<file path="config.mk">
export PLATFORM = sky130hd
export DESIGN_NAME = aux_motor_staging_controller
export DESIGN_NICKNAME = d
export VERILOG_FILES = /design/src/common/aux_staging_pkg.sv /design/src/hw/aux_ramp_gen.sv /design/src/hw/aux_motor_staging_controller.sv
export VERILOG_INCLUDE_DIRS = /design/src /design/src/common
export SDC_FILE = /design/constraint.sdc
export NUM_CORES = 1
export LEC_CHECK = 0
export BUFFER_PORTS_ARGS = -buffer_cell sky130_fd_sc_hd__buf_2
export CAP_MARGIN = 25
export CORE_MARGIN = 3
export CORE_UTILIZATION = 38
export DETAILED_ROUTE_END_ITERATION = 16
export GPL_TIMING_DRIVEN = 0
export SLEW_MARGIN = 25
export SYNTH_ARGS = -nofsm -noshare
export SYNTH_HDL_FRONTEND = slang
export SYNTH_SLANG_ARGS = --single-unit
</file>
<file path="constraint.sdc">
create_clock -name i_clock -period 40.2 [get_ports i_clock]
set_input_delay 8.04 -clock i_clock [delete_from_list [all_inputs] [get_ports i_clock]]
set_output_delay 8.04 -clock i_clock [all_outputs]
set_load 0.02 [all_outputs]
</file>
<file path="src/common/aux_staging_defs.svh">
`ifndef AUX_STAGING_DEFS_SVH
`define AUX_STAGING_DEFS_SVH

// application mode code that enables staging
`define STG_APP_MODE_STAGING 4'h3
// auxiliary outputs: two relays plus one digital output, fourth from the extension card
`define STG_MAX_AUX 3'h4
`define STG_BASE_OUTPUTS 3'h3
// rotation modes
`define STG_ROT_NONE 2'h0
`define STG_ROT_AUX 2'h1
`define STG_ROT_MAIN 2'h2
// control tick: delays and ramp times are counted in 0.1 s units
`define STG_CLK_PERIOD_NS 5
`define STG_TICK_TIME_MS 100
`define STG_TICK_CYCLES ((`STG_TICK_TIME_MS * 1000000) / `STG_CLK_PERIOD_NS)
`define STG_TICKS_PER_MIN (60000 / `STG_TICK_TIME_MS)

`endif

</file>
<file path="src/common/aux_staging_pkg.sv">
package aux_staging_pkg;

    typedef enum logic [2:0] {
        ST_IDLE = 3'b001,
        ST_RAMP_DN = 3'b010,
        ST_RAMP_UP = 3'b100
    } stage_state_t;

    typedef logic [1:0] motor_idx_t;

endpackage : aux_staging_pkg

</file>
<file path="src/hw/aux_ramp_gen.sv">
module aux_ramp_gen #(
    parameter int FW = 16,
    parameter int TW = 16
) (
    // clock and reset
    input wire logic i_clock,
    input wire logic i_rst,
    // control
    input wire logic i_tick,
    input wire logic i_load,
    input wire logic [FW-1:0] i_from,
    input wire logic [FW-1:0] i_to,
    input wire logic [TW-1:0] i_time,
    // ramp output
    output logic [FW-1:0] o_freq,
    output logic o_active
);
    localparam int AW = TW + FW + 1;

    logic [FW-1:0] freq_q;
    logic [FW-1:0] to_q;
    logic [FW-1:0] delta_q;
    logic [TW-1:0] time_q;
    logic [TW-1:0] elapsed_q;
    logic [AW-1:0] acc_q;
    logic up_q;
    logic active_q;

    // bresenham stepping: unit steps are spent between ticks; a tick landing
    // while steps are pending is lost and stretches the ramp, so keep it short
    always_ff @(posedge i_clock or posedge i_rst) begin
        if (i_rst) begin
            freq_q <= '0;
            to_q <= '0;
            delta_q <= '0;
            time_q <= '0;
            elapsed_q <= '0;
            acc_q <= '0;
            up_q <= 1'b0;
            active_q <= 1'b0;
        end else if (i_load) begin
            to_q <= i_to;
            up_q <= (i_to >= i_from);
            delta_q <= (i_to >= i_from) ? i_to - i_from : i_from - i_to;
            time_q <= i_time;
            elapsed_q <= '0;
            acc_q <= '0;
            freq_q <= (i_time == '0) ? i_to : i_from;
            active_q <= (i_time != '0);
        end else if (active_q) begin
            if (acc_q >= AW'(time_q)) begin
                acc_q <= acc_q - AW'(time_q);
                freq_q <= up_q ? freq_q + 1'b1 : freq_q - 1'b1;
            end else if (elapsed_q == time_q) begin
                freq_q <= to_q;
                active_q <= 1'b0;
            end else if (i_tick) begin
                acc_q <= acc_q + AW'(delta_q);
                elapsed_q <= elapsed_q + 1'b1;
            end
        end
    end

    assign o_freq = freq_q;
    assign o_active = active_q;
endmodule : aux_ramp_gen

</file>
<file path="src/hw/aux_motor_staging_controller.sv">
`include "aux_staging_defs.svh"

// Notes on behaviour
// staging active only in application mode three
// main motor on pid, auxiliaries plain on/off
// two relays, digital output, extension relay
// stage at most the configured auxiliary count
// start order rotates from first-motor index
// stop in exact reverse of start order
// running auxiliary count readable, zero to four
// start needs frequency above motor start threshold
// start needs start delay fully elapsed
// start needs error above pressure margin
// start only when all three hold together
// stop needs frequency below motor stop threshold
// stop needs delay elapsed and error below margin
// pid suspended during any start or stop ramp
// on start ramp down to stop frequency
// on stop ramp up to start frequency
// rotation advances first index after time, on stop
// one change per evaluation, lapse restarts delay
// time counted in control ticks, reset clears outputs
module aux_motor_staging_controller
    import aux_staging_pkg::*;
#(
    parameter int FW = 16,
    parameter int TW = 16,
    parameter int EW = 8,
    parameter int TICK_CYCLES = `STG_TICK_CYCLES
) (
    // clock and reset
    input wire logic i_clock,
    input wire logic i_rst,
    // configuration
    input wire logic [3:0] i_app_mode,
    input wire logic [2:0] i_aux_motor_count,
    input wire logic [2:0] i_first_aux_setting,
    input wire logic i_ext_card_present,
    input wire logic [1:0] i_rotation_mode,
    input wire logic [12:0] i_rotation_time,
    input wire logic [6:0] i_pressure_error_margin,
    input wire logic [TW-1:0] i_aux_start_delay,
    input wire logic [TW-1:0] i_aux_stop_delay,
    input wire logic [TW-1:0] i_aux_acc_time,
    input wire logic [TW-1:0] i_aux_dec_time,
    // per-motor thresholds, 0.01 hz units
    input wire logic [FW-1:0] i_start_freq_1,
    input wire logic [FW-1:0] i_start_freq_2,
    input wire logic [FW-1:0] i_start_freq_3,
    input wire logic [FW-1:0] i_start_freq_4,
    input wire logic [FW-1:0] i_stop_freq_1,
    input wire logic [FW-1:0] i_stop_freq_2,
    input wire logic [FW-1:0] i_stop_freq_3,
    input wire logic [FW-1:0] i_stop_freq_4,
    // main motor process
    input wire logic [FW-1:0] i_main_freq,
    input wire logic [FW-1:0] i_pid_freq,
    input wire logic signed [EW-1:0] i_pid_error,
    input wire logic i_main_running,
    // auxiliary outputs
    output logic o_relay_1,
    output logic o_relay_2,
    output logic o_digital_output_one,
    output logic o_ext_relay_1,
    // status and main frequency command
    output logic [2:0] o_aux_running_count,
    output logic o_pid_suspended,
    output logic [FW-1:0] o_freq_cmd
);
    localparam int TCW = $clog2(TICK_CYCLES + 1);

    // wraps a small index into 0..n-1; n is at most four
    function automatic motor_idx_t mod_n(input logic [3:0] x, input logic [2:0] n);
        logic [3:0] r;
        r = x;
        for (int i = 0; i < 10; i++) begin
            if (n != 3'h0 && r >= {1'b0, n}) begin
                r = r - {1'b0, n};
            end
        end
        return r[1:0];
    endfunction : mod_n

    function automatic logic [FW-1:0] pick(input motor_idx_t m, input logic [FW-1:0] a,
        input logic [FW-1:0] b, input logic [FW-1:0] c, input logic [FW-1:0] d);
        unique case (m)
            2'h0: return a;
            2'h1: return b;
            2'h2: return c;
            2'h3: return d;
        endcase
    endfunction : pick

    logic [TCW-1:0] tick_cnt_q;
    logic tick_q;
    logic [9:0] min_cnt_q;
    logic [12:0] run_min_q;
    logic main_run_q;
    motor_idx_t rot_off_q;
    stage_state_t state_q;
    logic [2:0] run_cnt_q;
    logic [3:0] on_q;
    motor_idx_t stack_q [4];
    logic [TW-1:0] start_cnt_q;
    logic [TW-1:0] stop_cnt_q;
    logic [FW-1:0] freq_cmd_q;

    logic mode_ok;
    logic [2:0] avail;
    logic [2:0] eff_cnt;
    logic [2:0] first_m1;
    motor_idx_t next_idx;
    motor_idx_t top_idx;
    logic [FW-1:0] start_thr;
    logic [FW-1:0] stop_thr;
    logic signed [EW-1:0] margin_s;
    logic start_cond;
    logic stop_cond;
    logic start_ok;
    logic stop_ok;
    logic do_start;
    logic do_stop;
    logic ramp_load;
    logic [FW-1:0] ramp_to;
    logic [TW-1:0] ramp_time;
    logic [FW-1:0] ramp_freq;
    logic ramp_active;

    assign mode_ok = (i_app_mode == `STG_APP_MODE_STAGING);
    // the fourth output only exists with the extension card fitted
    assign avail = i_ext_card_present ? `STG_MAX_AUX : `STG_BASE_OUTPUTS;
    assign eff_cnt = (i_aux_motor_count < avail) ? i_aux_motor_count : avail;
    assign first_m1 = (i_first_aux_setting == 3'h0) ? 3'h0 : i_first_aux_setting - 3'h1;
    assign next_idx = mod_n(4'(first_m1) + 4'(rot_off_q) + 4'(run_cnt_q), eff_cnt);
    assign top_idx = (run_cnt_q == 3'h0) ? 2'h0 : stack_q[2'(run_cnt_q - 3'h1)];
    assign start_thr = pick(next_idx, i_start_freq_1, i_start_freq_2, i_start_freq_3,
        i_start_freq_4);
    assign stop_thr = pick(top_idx, i_stop_freq_1, i_stop_freq_2, i_stop_freq_3,
        i_stop_freq_4);
    assign margin_s = EW'(i_pressure_error_margin);

    // each condition is evaluated against the motor it concerns
    assign start_cond = mode_ok && run_cnt_q < eff_cnt
        && i_main_freq > start_thr
        && i_pid_error > margin_s;
    assign stop_cond = mode_ok && run_cnt_q != 3'h0
        && i_main_freq < stop_thr
        && i_pid_error < margin_s;
    assign start_ok = start_cond && start_cnt_q >= i_aux_start_delay;
    assign stop_ok = stop_cond && stop_cnt_q >= i_aux_stop_delay;

    // evaluation only while no ramp runs, so a single output moves at a time
    assign do_start = tick_q && state_q == ST_IDLE && start_ok;
    assign do_stop = tick_q && state_q == ST_IDLE && !start_ok && stop_ok;

    // control tick divider
    always_ff @(posedge i_clock or posedge i_rst) begin
        if (i_rst) begin
            tick_cnt_q <= '0;
            tick_q <= 1'b0;
        end else if (tick_cnt_q == TCW'(TICK_CYCLES - 1)) begin
            tick_cnt_q <= '0;
            tick_q <= 1'b1;
        end else begin
            tick_cnt_q <= tick_cnt_q + 1'b1;
            tick_q <= 1'b0;
        end
    end

    // delay timers saturate at the setting; any lapse restarts them from zero
    always_ff @(posedge i_clock or posedge i_rst) begin
        if (i_rst) begin
            start_cnt_q <= '0;
        end else if (!start_cond || do_start || state_q != ST_IDLE) begin
            start_cnt_q <= '0;
        end else if (tick_q && start_cnt_q < i_aux_start_delay) begin
            start_cnt_q <= start_cnt_q + 1'b1;
        end
    end

    always_ff @(posedge i_clock or posedge i_rst) begin
        if (i_rst) begin
            stop_cnt_q <= '0;
        end else if (!stop_cond || do_stop || state_q != ST_IDLE) begin
            stop_cnt_q <= '0;
        end else if (tick_q && stop_cnt_q < i_aux_stop_delay) begin
            stop_cnt_q <= stop_cnt_q + 1'b1;
        end
    end

    // staging state: outputs, running count and start-order stack
    always_ff @(posedge i_clock or posedge i_rst) begin
        if (i_rst) begin
            run_cnt_q <= 3'h0;
            on_q <= 4'h0;
            for (int i = 0; i < 4; i++) begin
                stack_q[i] <= 2'h0;
            end
        end else if (!mode_ok) begin
            run_cnt_q <= 3'h0;
            on_q <= 4'h0;
        end else if (do_start) begin
            stack_q[run_cnt_q[1:0]] <= next_idx;
            on_q[next_idx] <= 1'b1;
            run_cnt_q <= run_cnt_q + 3'h1;
        end else if (do_stop) begin
            on_q[top_idx] <= 1'b0;
            run_cnt_q <= run_cnt_q - 3'h1;
        end
    end

    always_ff @(posedge i_clock or posedge i_rst) begin
        if (i_rst) begin
            state_q <= ST_IDLE;
        end else begin
            unique case (state_q)
                ST_IDLE: begin
                    if (do_start) begin
                        state_q <= ST_RAMP_DN;
                    end else if (do_stop) begin
                        state_q <= ST_RAMP_UP;
                    end
                end
                ST_RAMP_DN, ST_RAMP_UP: begin
                    if (!ramp_active || !mode_ok) begin
                        state_q <= ST_IDLE;
                    end
                end
                default: state_q <= ST_IDLE;
            endcase
        end
    end

    // ramp starts from the present main frequency
    assign ramp_load = do_start || do_stop;
    assign ramp_to = do_start ? pick(next_idx, i_stop_freq_1, i_stop_freq_2, i_stop_freq_3,
        i_stop_freq_4) : pick(top_idx, i_start_freq_1, i_start_freq_2, i_start_freq_3,
        i_start_freq_4);
    assign ramp_time = do_start ? i_aux_dec_time : i_aux_acc_time;

    aux_ramp_gen #(
        .FW(FW),
        .TW(TW)
    ) u_ramp (
        .i_clock(i_clock),
        .i_rst(i_rst),
        .i_tick(tick_q),
        .i_load(ramp_load),
        .i_from(i_main_freq),
        .i_to(ramp_to),
        .i_time(ramp_time),
        .o_freq(ramp_freq),
        .o_active(ramp_active)
    );

    // pid command is replaced by the ramp while a transition runs
    always_ff @(posedge i_clock or posedge i_rst) begin
        if (i_rst) begin
            freq_cmd_q <= '0;
        end else if (state_q != ST_IDLE) begin
            freq_cmd_q <= ramp_freq;
        end else begin
            freq_cmd_q <= i_pid_freq;
        end
    end

    // run time in minutes while the main motor runs
    always_ff @(posedge i_clock or posedge i_rst) begin
        if (i_rst) begin
            min_cnt_q <= 10'h0;
            run_min_q <= 13'h0;
            main_run_q <= 1'b0;
        end else begin
            main_run_q <= i_main_running;
            if (main_run_q && !i_main_running && run_min_q > i_rotation_time) begin
                run_min_q <= 13'h0;
                min_cnt_q <= 10'h0;
            end else if (tick_q && i_main_running) begin
                if (min_cnt_q == 10'(`STG_TICKS_PER_MIN - 1)) begin
                    min_cnt_q <= 10'h0;
                    if (run_min_q != 13'h1fff) begin
                        run_min_q <= run_min_q + 13'h1;
                    end
                end else begin
                    min_cnt_q <= min_cnt_q + 10'h1;
                end
            end
        end
    end

    // rotation only moves on a main-motor stop, even while auxiliaries are still running
    always_ff @(posedge i_clock or posedge i_rst) begin
        if (i_rst) begin
            rot_off_q <= 2'h0;
        end else if (i_rotation_mode == `STG_ROT_NONE) begin
            rot_off_q <= 2'h0;
        end else if (i_rotation_mode == `STG_ROT_AUX && main_run_q && !i_main_running
            && run_min_q > i_rotation_time) begin
            rot_off_q <= mod_n(4'(rot_off_q) + 4'h1, eff_cnt);
        end
    end

    assign o_relay_1 = on_q[0];
    assign o_relay_2 = on_q[1];
    assign o_digital_output_one = on_q[2];
    assign o_ext_relay_1 = on_q[3];
    assign o_aux_running_count = run_cnt_q;
    assign o_pid_suspended = (state_q != ST_IDLE);
    assign o_freq_cmd = freq_cmd_q;
endmodule : aux_motor_staging_controller

</file>
# Yosys cells after proc, flatten, opt, wreduce, memory -nomap -nowiden

Cells that the tools add are included.

Add/sub/neg operators: 38
$mul: 0
Div/mod/pow operators: 0
Order comparisons: 40
Eq/ne operators: 22
Shifts and indexed selects: 0
Multiplexer cells: 105
Bitwise gates (word level): 5
Reductions and logical operators: 81

Operator list:

| operator              | count |
|---|---|
| $mux 16               | 19 |
| $pmux 16 s4           | 4 |
| $mux 33               | 5 |
| $mux 4                | 39 |
| $ge 4x3->1            | 19 |
| $sub 4x3->4           | 17 |
| $add 16x1->16 const B | 4 |
| $mux 13               | 4 |
| $ge 16x16->1          | 3 |
| $lt 16x16->1          | 3 |
| $logic_and 1x1->1     | 43 |
| $add 33x16->33        | 1 |
| $ge 33x16->1          | 1 |
| $sub 33x16->33        | 1 |
| $sub 16x16->16        | 2 |
| $mux 10               | 3 |
| $mux 3                | 9 |
| $add 25x1->25 const B | 1 |
| $eq 25x25->1 const B  | 1 |
| $mux 25               | 1 |
| $eq 16x16->1          | 1 |
| $gt 16x16->1          | 1 |
| $logic_not 16->1      | 1 |
| $mux 2                | 8 |
| 52 further kinds      | 100 |

Register bits: 233
Bits in latches: 0
Memory bits (writable): 0
Memory bits (read-only): 0
Bits of input ports: 268
Output and inout port bits: 24
Word-level logic and storage cells: 315
Memories: 0

# Longest topological paths before layout

Gate-level depths: netlist of run 1.

Word-level depth: 53
Mapped depth: 122
Depth with buffers taken out: 118

# Hierarchy

A second synthesis of run 1 with hierarchy kept.

Cell total of the unflattened synthesis: 2782
Area total of the unflattened synthesis: 23354.9 µm²

By module, submodules not included:

| module                       | instances | cells each | area an instance (µm²) | sequential area each (µm²) |
|---|---|---|---|---|
| aux_motor_staging_controller | 1         | 1665       | 13980.9                | 2954.1 |
| aux_ramp_gen                 | 1         | 1117       | 9374.0                 | 2877.8 |

# Worst setup path before layout of run 1

OpenSTA, ideal clock, no wires.

Path type: input -> register
From: input port i_aux_motor_count[1]
To: register u_ramp.delta_q[14]
Library setup time: 83 ps
Arrival time: 32274 ps
Required time: 40117 ps
Path slack: 7843 ps
Cell stages on the path: 111
Path buffers: 5
Path through: nor2b_1 > a21oi_1 > inv_1 > fa_1 > a21boi_1 > nor2b_1 > o32a_1 > mux2_2 > ha_1 > fa_1 > a21boi_0 > nor2_1 > a21o_1 > mux2_2 > ha_1 > fa_1 > a21bo_2 > a21oi_1 > [75 not listed] > fa_1 > a21o_1 > a21oi_1 > o21bai_1 > a21o_1 > a21o_1 > a21o_1 > a21oi_1 > o21bai_1 > a21o_1 > a21oi_1 > a21oi_1 > a211oi_1 > o21ai_1 > clkbuf_1 > o31a_1 > xor2_1 > o21ai_0

Longest elaborated chain between the ends: 42
Elaborated cells on any way between the ends: 65
Classes of those cells: add/sub: 12; order compare: 14; eq/ne: 3; mux: 15; reduce/logical: 21

RTL lines:

| what                                                 | line                                                                     | text |
|---|---|---|
| from (decl)                                          | aux_motor_staging_controller.sv:36                                       | `input wire logic [2:0] i_aux_motor_count,` |
| $lt 3x3->1                                           | aux_motor_staging_controller.sv:132                                      | `assign eff_cnt = (i_aux_motor_count < avail) ? i_aux_motor_count : avail;` |
| $mux 3 *                                             | aux_motor_staging_controller.sv:132                                      |  |
| $ge 4x3->1 or $reduce_bool 3->1 (tied branches)      | aux_motor_staging_controller.sv:77                                       | `if (n != 3'h0 && r >= {1'b0, n}) begin` |
| $logic_and 1x1->1                                    | aux_motor_staging_controller.sv:77                                       |  |
| $mux 4                                               | aux_motor_staging_controller.sv:77                                       |  |
| $ge 4x3->1                                           | aux_motor_staging_controller.sv:77                                       |  |
| $logic_and 1x1->1                                    | aux_motor_staging_controller.sv:77                                       |  |
| $mux 4                                               | aux_motor_staging_controller.sv:77                                       |  |
| [26 not listed]                                      | n/a                                                                      |  |
| $gt 16x16->1                                         | aux_motor_staging_controller.sv:144                                      | `&& i_main_freq > start_thr` |
| $logic_and 1x1->1                                    | aux_motor_staging_controller.sv:144                                      |  |
| $logic_and 1x1->1                                    | aux_motor_staging_controller.sv:145                                      | `&& i_pid_error > margin_s;` |
| $logic_and 1x1->1                                    | aux_motor_staging_controller.sv:149                                      | `assign start_ok = start_cond && start_cnt_q >= i_aux_start_delay;` |
| $logic_and 1x1->1 or $logic_not 1->1 (tied branches) | aux_motor_staging_controller.sv:153, aux_motor_staging_controller.sv:154 |  |
| $mux 16 or $logic_and 1x1->1 (tied branches)         | aux_motor_staging_controller.sv:236, aux_motor_staging_controller.sv:154 |  |
| $sub 16x16->16 (tied with other cells)               | aux_ramp_gen.sv:44                                                       | `delta_q <= (i_to >= i_from) ? i_to - i_from : i_from - i_to;` |
| $mux 16 or $logic_or 1x1->1 (tied branches)          | aux_ramp_gen.sv:44, aux_motor_staging_controller.sv:235                  |  |
| to (signal assigned)                                 | aux_ramp_gen.sv:44                                                       |  |
| to (decl)                                            | aux_ramp_gen.sv:22                                                       | `logic [FW-1:0] delta_q;` |

Every way passes the cells marked *; elsewhere a longest branch is shown, timed or not.
A chain may end at the register's enable or synchronous reset.

# Worst setup path after layout of run 1

From: input port i_ext_card_present
To: register u_ramp.delta_q[14]

Longest elaborated chain between the ends: 43
Elaborated cells on any way between the ends: 66
Classes of those cells: add/sub: 12; order compare: 14; eq/ne: 3; mux: 16; reduce/logical: 21

RTL lines:

| what                                                 | line                                                                     | text |
|---|---|---|
| from (decl)                                          | aux_motor_staging_controller.sv:38                                       | `input wire logic i_ext_card_present,` |
| $mux 3 (no source line) *                            | n/a                                                                      |  |
| $lt 3x3->1                                           | aux_motor_staging_controller.sv:132                                      |  |
| $mux 3 *                                             | aux_motor_staging_controller.sv:132                                      |  |
| $ge 4x3->1 or $reduce_bool 3->1 (tied branches)      | aux_motor_staging_controller.sv:77                                       |  |
| $logic_and 1x1->1                                    | aux_motor_staging_controller.sv:77                                       |  |
| $mux 4                                               | aux_motor_staging_controller.sv:77                                       |  |
| $ge 4x3->1                                           | aux_motor_staging_controller.sv:77                                       |  |
| $logic_and 1x1->1                                    | aux_motor_staging_controller.sv:77                                       |  |
| [27 not listed]                                      | n/a                                                                      |  |
| $gt 16x16->1                                         | aux_motor_staging_controller.sv:144                                      |  |
| $logic_and 1x1->1                                    | aux_motor_staging_controller.sv:144                                      |  |
| $logic_and 1x1->1                                    | aux_motor_staging_controller.sv:145                                      |  |
| $logic_and 1x1->1                                    | aux_motor_staging_controller.sv:149                                      |  |
| $logic_and 1x1->1 or $logic_not 1->1 (tied branches) | aux_motor_staging_controller.sv:153, aux_motor_staging_controller.sv:154 |  |
| $mux 16 or $logic_and 1x1->1 (tied branches)         | aux_motor_staging_controller.sv:236, aux_motor_staging_controller.sv:154 |  |
| $sub 16x16->16 (tied with other cells)               | aux_ramp_gen.sv:44                                                       |  |
| $mux 16 or $logic_or 1x1->1 (tied branches)          | aux_ramp_gen.sv:44, aux_motor_staging_controller.sv:235                  |  |

Marks and branches as above.

==> results of run 1 <==
[cell families (layout without fill, tap and decap cells)]
| logic type | count (synthesis) | in the layout | synth area share [%] |
|---|---|---|---|
| flip-flops | 233 | 233 | 26.3 |
| multiplexers | 167 | 167 | 9.65 |
| XOR/XNOR | 167 | 167 | 6.59 |
| AND/OR/NAND/NOR | 852 | 852 | 17.9 |
| adder cells (fa/ha/maj) | 262 | 262 | 15.7 |
| other | 0 | 1 | 0 |
| AO/OA/AOI/OAI | 640 | 640 | 18.5 |
| buffers and inverters | 317 | 664 | 5.39 |
[critical path: cells and delay by family]
kind	cells	cell delay [ps]
buffers and inverters	14	4260
AND/OR/NAND/NOR	20	2900
AO/OA/AOI/OAI	58	13740
multiplexers	5	1960
XOR/XNOR	1	190
adder cells (fa/ha/maj)	21	5750
[final cells by class]
cell class	instances	area share, %
sequential	233	22.7
clock inverter	8	0.321
timing repair buffer	296	6.20
clock buffer	43	3.41
inverter	220	3.24
multi-input combinational	2088	59.0
tap	756	3.68
buffer	97	1.44
antenna	1	0.00973
[cells in the mapped netlist (25+ instances only)]
| master | number |
|---|---|
| xor2_1 | 67 |
| inv_1 | 216 |
| xnor2_1 | 100 |
| mux4_2 | 31 |
| o21a_1 | 34 |
| and3_1 | 27 |
| o21ai_0 | 127 |
| a21oi_1 | 202 |
| mux2i_1 | 95 |
| nor2b_1 | 36 |
| ha_1 | 234 |
| nand3_1 | 67 |
| nor2_1 | 265 |
| mux2_2 | 39 |
| or3_1 | 25 |
| a211oi_1 | 50 |
| clkbuf_1 | 79 |
| nand4_1 | 39 |
| o21bai_1 | 30 |
| a21o_1 | 51 |
| fa_1 | 28 |
| nand2b_1 | 27 |
| dfrtp_1 | 232 |
| nor3_1 | 26 |
| nand2_1 | 269 |
[how the worst min path moves through the flow]
| stage | to | slack (ps) | depth (start not counted) |
|---|---|---|---|
| 6_report | tick_cnt_q[4] | 470 | 1 |
| 5_1_grt | tick_cnt_q[6] | 490 | 1 |
| 4_1_cts | state_q[2] | 470 | 1 |
| 3_5_place_dp | tick_cnt_q[4] | 460 | 1 |
| 3_3_place_gp | state_q[2] | 450 | 1 |
| 2_1_floorplan | state_q[2] | 440 | 1 |
[metrics by stage]
stage	utilization, %	cell area, µm²
2_1_floorplan	-	22200
3_3_place_gp	43.1	24600
3_5_place_dp	43.4	24800
4_1_cts	45.1	25700
5_1_grt	45.1	25700
6_report	45.1	25700
[routing by layer]
layer / routed length [µm] / part of all wire, %
met5: 0 / 0
met4: 1810 / 2.5
met3: 4290 / 6.0
met2: 33100 / 46
met1: 32500 / 45
[sequential cells by signal, summed over array words and instances, names as in the netlist, 8 cells and up]
name	count
u_ramp.o_freq	16
u_ramp.to_q	16
u_ramp.time_q	16
min_cnt_q	10
stack_q	8
start_cnt_q	16
stop_cnt_q	16
u_ramp.acc_q	33
tick_cnt_q	25
run_min_q	13
o_freq_cmd	16
u_ramp.delta_q	16
u_ramp.elapsed_q	16
[cells in the final DEF, fill, tap and decap left out, drive strengths merged, types with 6 or more instances in the layout]
master and n:
nand2b 27, o211ai 9, o21a 35, o21bai 30, a31oi 10, nand3 67, mux2i 95, nor2b 36
mux4 33, a21o 51, and3 27, xor2 67, o22ai 18, nand2 269, clkbuf 122, a21oi 203
o21ai 132, nand4 39, or3 25, ha 234, buf 314, a211oi 51, mux2 39, and4 9
fa 28, nor3 27, a21boi 13, a211o 10, nor4 19, xnor2 100, o31ai 19, nor2 265
inv 222, nand3b 6, and2 13, dfrtp 232
==> reports/results.ini, run 1 <==
[run_status]
status = complete, no violations

[cts]
cts_tree = done
hold_buffers = 0
cts_root_buffer = clkbuf_16
post_cts_buffers = 0
clkSlewWorstSetupHoldPaths_ps = 60
numCtsBuffers = 28
clockBufferDepth = 3
cts_resized = 0
cts_sinks = 233
clk_latency_ps = 560
htree_num_levels = 1

[global_routing]
globalRouteMet2Util_pct = 38.3
grtUsageMet1_pct = 31.6
antenna_found_initial = 0
gr-total-overflow = 0
grt_pass1_wl_mm = 113
grt_pass1_vias = 20900
grt.met3_usage_pct = 3.14
grt_max_degree = 95
grt.busiest_layer = met2
track_usage_pct = 23.1

[detailed_routing]
first_pass_iters = 5
drtIter0Drc = 1427
vias = 20800
drc = 0
wl_per_cell_um = 19.2
wl_mm = 71.7
drtAntennaViolNets = 0
viasPerCell = 5.57

[yosys]
synth_area_leaders = dfrtp_1 (26%), ha_1 (13%), a21oi_1 (4.6%)
syn_avg_cell_area_um2 = 8.41
synth_edf_count = 0
async_flop_share_pct = 100
ys.flop_type = dfrtp_1
syn_nets = 3168
ys_warn_count = 0
syn_area_mm2 = 0.0222
ys_types = 92
syn_inst = 2638
ys_ff_latch = 233
synth_top_area_share_pct = 26.2
synth-seq-area-share_pct = 26.3
synth_area_leader_cell = dfrtp_1

[critical_path]
startpoint = i_ext_card_present
end_kind = register
cp_max_fo = 24
required_ps = 40600
slowest_delay_ps = 860
cp_slowest_cell = clkbuf_1
timing.rr.end = u_ramp.delta_q[14]
worstSetupPathType = input port to register
critPathCapture = u_ramp.delta_q[14]
startpoint_type = input port
cp.arrival_ps = 36940
reg2reg_from = o_aux_running_count[0]
r2r_slack_ps = 10920
rr_worst_depth = 116

[sta]
hold_viol_final = 0
drv_slew = 0
post-route-min-period_ps = 36540
rsz0062_at_grt = no
holdWs_ps = 471
fin_setup_tns_ps = 0
layout_setup_ws_ps = 3660
fmaxAchievable_ghz = 0.0274
setup_violations = 0
worst_pin_slew_ps = 1060
period_share_pct = 90.9
clock_skew_ps = 13.0
worst_slew_margin_rel_pct = 29.5

[die]
core_area_mm2 = 0.0570
die_area_mm2 = 0.0613
rows = 87
initial_core_util_pct = 38.9
die_h_um = 248
io_pins = 292
die_x_um = 248

[min_path]
hold_path_class = register to register
min-delay-start = tick_cnt_q[4]

[layout]
regArea_mm2 = 0.00583
multi_input_area_mm2 = 0.0152
area_delta_synth_final_pct = 15.9
drive_above_1_share_pct = 15.1
layout.cells.non_filler = 3742
fill_cells = 5724
nNetsFinal = 3494

[place]
hpwl_mm = 57.7
dp_worst_setup_slack_ps = 3580
io_buffers = 291
placed_cells = 3690
gp_congestion = 0.906

[flow_run]
drv_cap = 0

Power of run 1 is left out: the tool's default activity adds up to more than one toggle a clock period on the data nets, which glitch-free logic cannot reach.
==> run 2: changes to the inputs <==
ABC_AREA = 1   (was not set)
==> run 2 against run 1 <==
Net effect:
- register-to-register slack improved by 5400 ps
- critical path type unchanged
- global-route usage increased by 0.21 points
- clock skew is 0.73 ps lower
- sequential share of layout area shrank 0.21 points
- die area rose by 1.3%
- core utilization down 0.45 points
- via count increased by 9.3%
==> reports/results.ini, run 2 <==
[run_status]
status = complete, no violations

[yosys]
syn_area_mm2 = 0.0225
synth-seq-area-share_pct = 25.9
async_flop_share_pct = 100
synth_area_leaders = dfrtp_1 (26%), ha_1 (13%), nand2_1 (12%)
syn_inst = 3202
synth.cells.most_frequent = nand2_1 (738), inv_1 (437), o21ai_0 (278)
ys_warn_count = 0
synth_edf_count = 0
ys.flop_type = dfrtp_1
ys_ff_latch = 233
ys_types = 70
syn_avg_cell_area_um2 = 7.02
synth_top_area_share_pct = 25.8
synth_area_leader_cell = dfrtp_1
syn_nets = 3732
synth.most_common_cell = nand2_1

[critical_path]
crit_top_cell = nor2_1
cp.arrival_ps = 31530
cp_slowest_cell = buf_1
end_kind = register
startpoint_type = input port
cp_max_fo = 20
required_ps = 40620
slowest_delay_ps = 790
path_delay_family = simple AND/OR/NAND/NOR gates
worstSetupPathType = input port to register
critPathBufInv = 20

[die]
rows = 88
die_area_mm2 = 0.0621
die_h_um = 249
die_x_um = 249
core_area_mm2 = 0.0581
initial_core_util_pct = 38.7
io_pins = 292

[cts]
cts_root_buffer = clkbuf_16
clockBufferDepth = 3
cts_resized = 0
cts_tree = done
clkSlewWorstSetupHoldPaths_ps = 60
cts_sinks = 233
htree_num_levels = 1
clk_latency_ps = 570
numCtsBuffers = 30
hold_buffers = 0
post_cts_buffers = 0

[detailed_routing]
viasPerCell = 5.28
drtAntennaViolNets = 0
drtIter0Drc = 1486
drc = 0
vias = 22800
wl_per_cell_um = 17.3
first_pass_iters = 6
wl_mm = 74.7

[sta]
fmaxAchievable_ghz = 0.0321
drv_slew = 0
rsz0062_at_grt = no
setup_violations = 0
hold_viol_final = 0
clock_skew_ps = 12.3
worst_pin_slew_ps = 987
worst_slew_margin_rel_pct = 34.1
period_share_pct = 77.4
post-route-min-period_ps = 31110
fin_setup_tns_ps = 0

[layout]
area_delta_synth_final_pct = 15.5
nNetsFinal = 4057
top_register = u_ramp.acc_q
final_cell_mix = nand2_1 (738), inv_1 (435), buf_2 (300)
fill_cells = 6111
antenna_cells = 0
reg_top3 = u_ramp.acc_q (33), tick_cnt_q (25)
drive_above_1_share_pct = 13.6
largest_register_ff_count = 33
final_common_cell = nand2_1

[global_routing]
grt_max_degree = 84
grt_pass1_vias = 21800
gr-total-overflow = 0
grt_pass1_wl_mm = 117
antenna_found_initial = 2
track_usage_pct = 23.3

[place]
gp_congestion = 0.977
hpwl_mm = 60.4
io_buffers = 291

[flow_run]
drv_cap = 0

[min_path]
hold_path_class = register to register

-- run 2: cells by family (layout without fill, tap and decap cells) --
kind of cell / Yosys count / count (layout) / share of synthesized area (%)
XOR/XNOR: 84 / 84 / 3.31
adder cells (fa/ha/maj): 262 / 262 / 15.5
AND/OR/NAND/NOR: 1371 / 1371 / 26.8
flip-flops: 233 / 233 / 25.9
buffers and inverters: 533 / 882 / 9.14
multiplexers: 20 / 20 / 0.907
AO/OA/AOI/OAI: 699 / 699 / 18.4
-- run 2: worst register-to-register path: cells and delay by family, from the launching register on --
family	cells	cell delay, ps
and+or+nand+nor	57	7490
adders and majority gates	21	6900
buffers and inverters	18	4740
AOI/OAI and AO/OA	20	3830
DFF	1	480
xor gates and xnor gates	1	320
-- run 2: per-layer routing --
| layer | part of all wire [%] | GRT usage (%) | routed length, µm | vias up |
|---|---|---|---|---|
| met4 | 3.1 | 6.76 | 2290 | 0 |
| met3 | 6.1 | 3.12 | 4580 | 135 |
| met1 | 45 | 30.9 | 33300 | 10500 |
| met2 | 46 | 39.4 | 34500 | 719 |
| li1 | - | - | - | 11400 |
| met5 | 0 | 0 | 0 | - |
-- run 2: metrics by stage --
| step | cells | hold WS (ps) | utilization [%] | setup WS, ps | instance area [µm²] |
|---|---|---|---|---|---|
| finish | 4316 | 459 | 44.7 | 9090 | 26000 |
| global route | 4316 | 502 | 44.7 | 6930 | 26000 |
| CTS | 4316 | 460 | 44.7 | 9250 | 26000 |
| detailed placement | 4260 | 452 | 42.9 | 8720 | 25000 |
| global placement | 4258 | 449 | 42.8 | 8460 | 24900 |
| floorplan | 3202 | 433 | - | 14040 | 22500 |
-- run 2: path summary, 6_finish.rpt --
path,startpoint,cells after the start,to,slack (ps)
max reg2reg,o_aux_running_count[1],117,u_ramp.delta_q[2],16320
min reg2reg,tick_cnt_q[0],1,tick_cnt_q[0],460
min,tick_cnt_q[0],1,tick_cnt_q[0],460
min in group asynchronous,i_rst,2,o_freq_cmd[6],7530
max,i_ext_card_present,122,u_ramp.delta_q[2],9090
max in group asynchronous,i_rst,3,on_q[1],31840
-- run 2: final cells by class --
type / instances / area (µm²) / area share [%]
multi-input combinational: 2436 / 14600 / 56.2
inverter: 453 / 1710 / 6.58
clock inverter: 11 / 87.6 / 0.337
buffer: 80 / 357 / 1.37
clock buffer: 45 / 908 / 3.50
sequential: 233 / 5830 / 22.5
timing repair buffer: 293 / 1510 / 5.82
tap: 765 / 957 / 3.69
Power of run 2 is left out for the same reason.
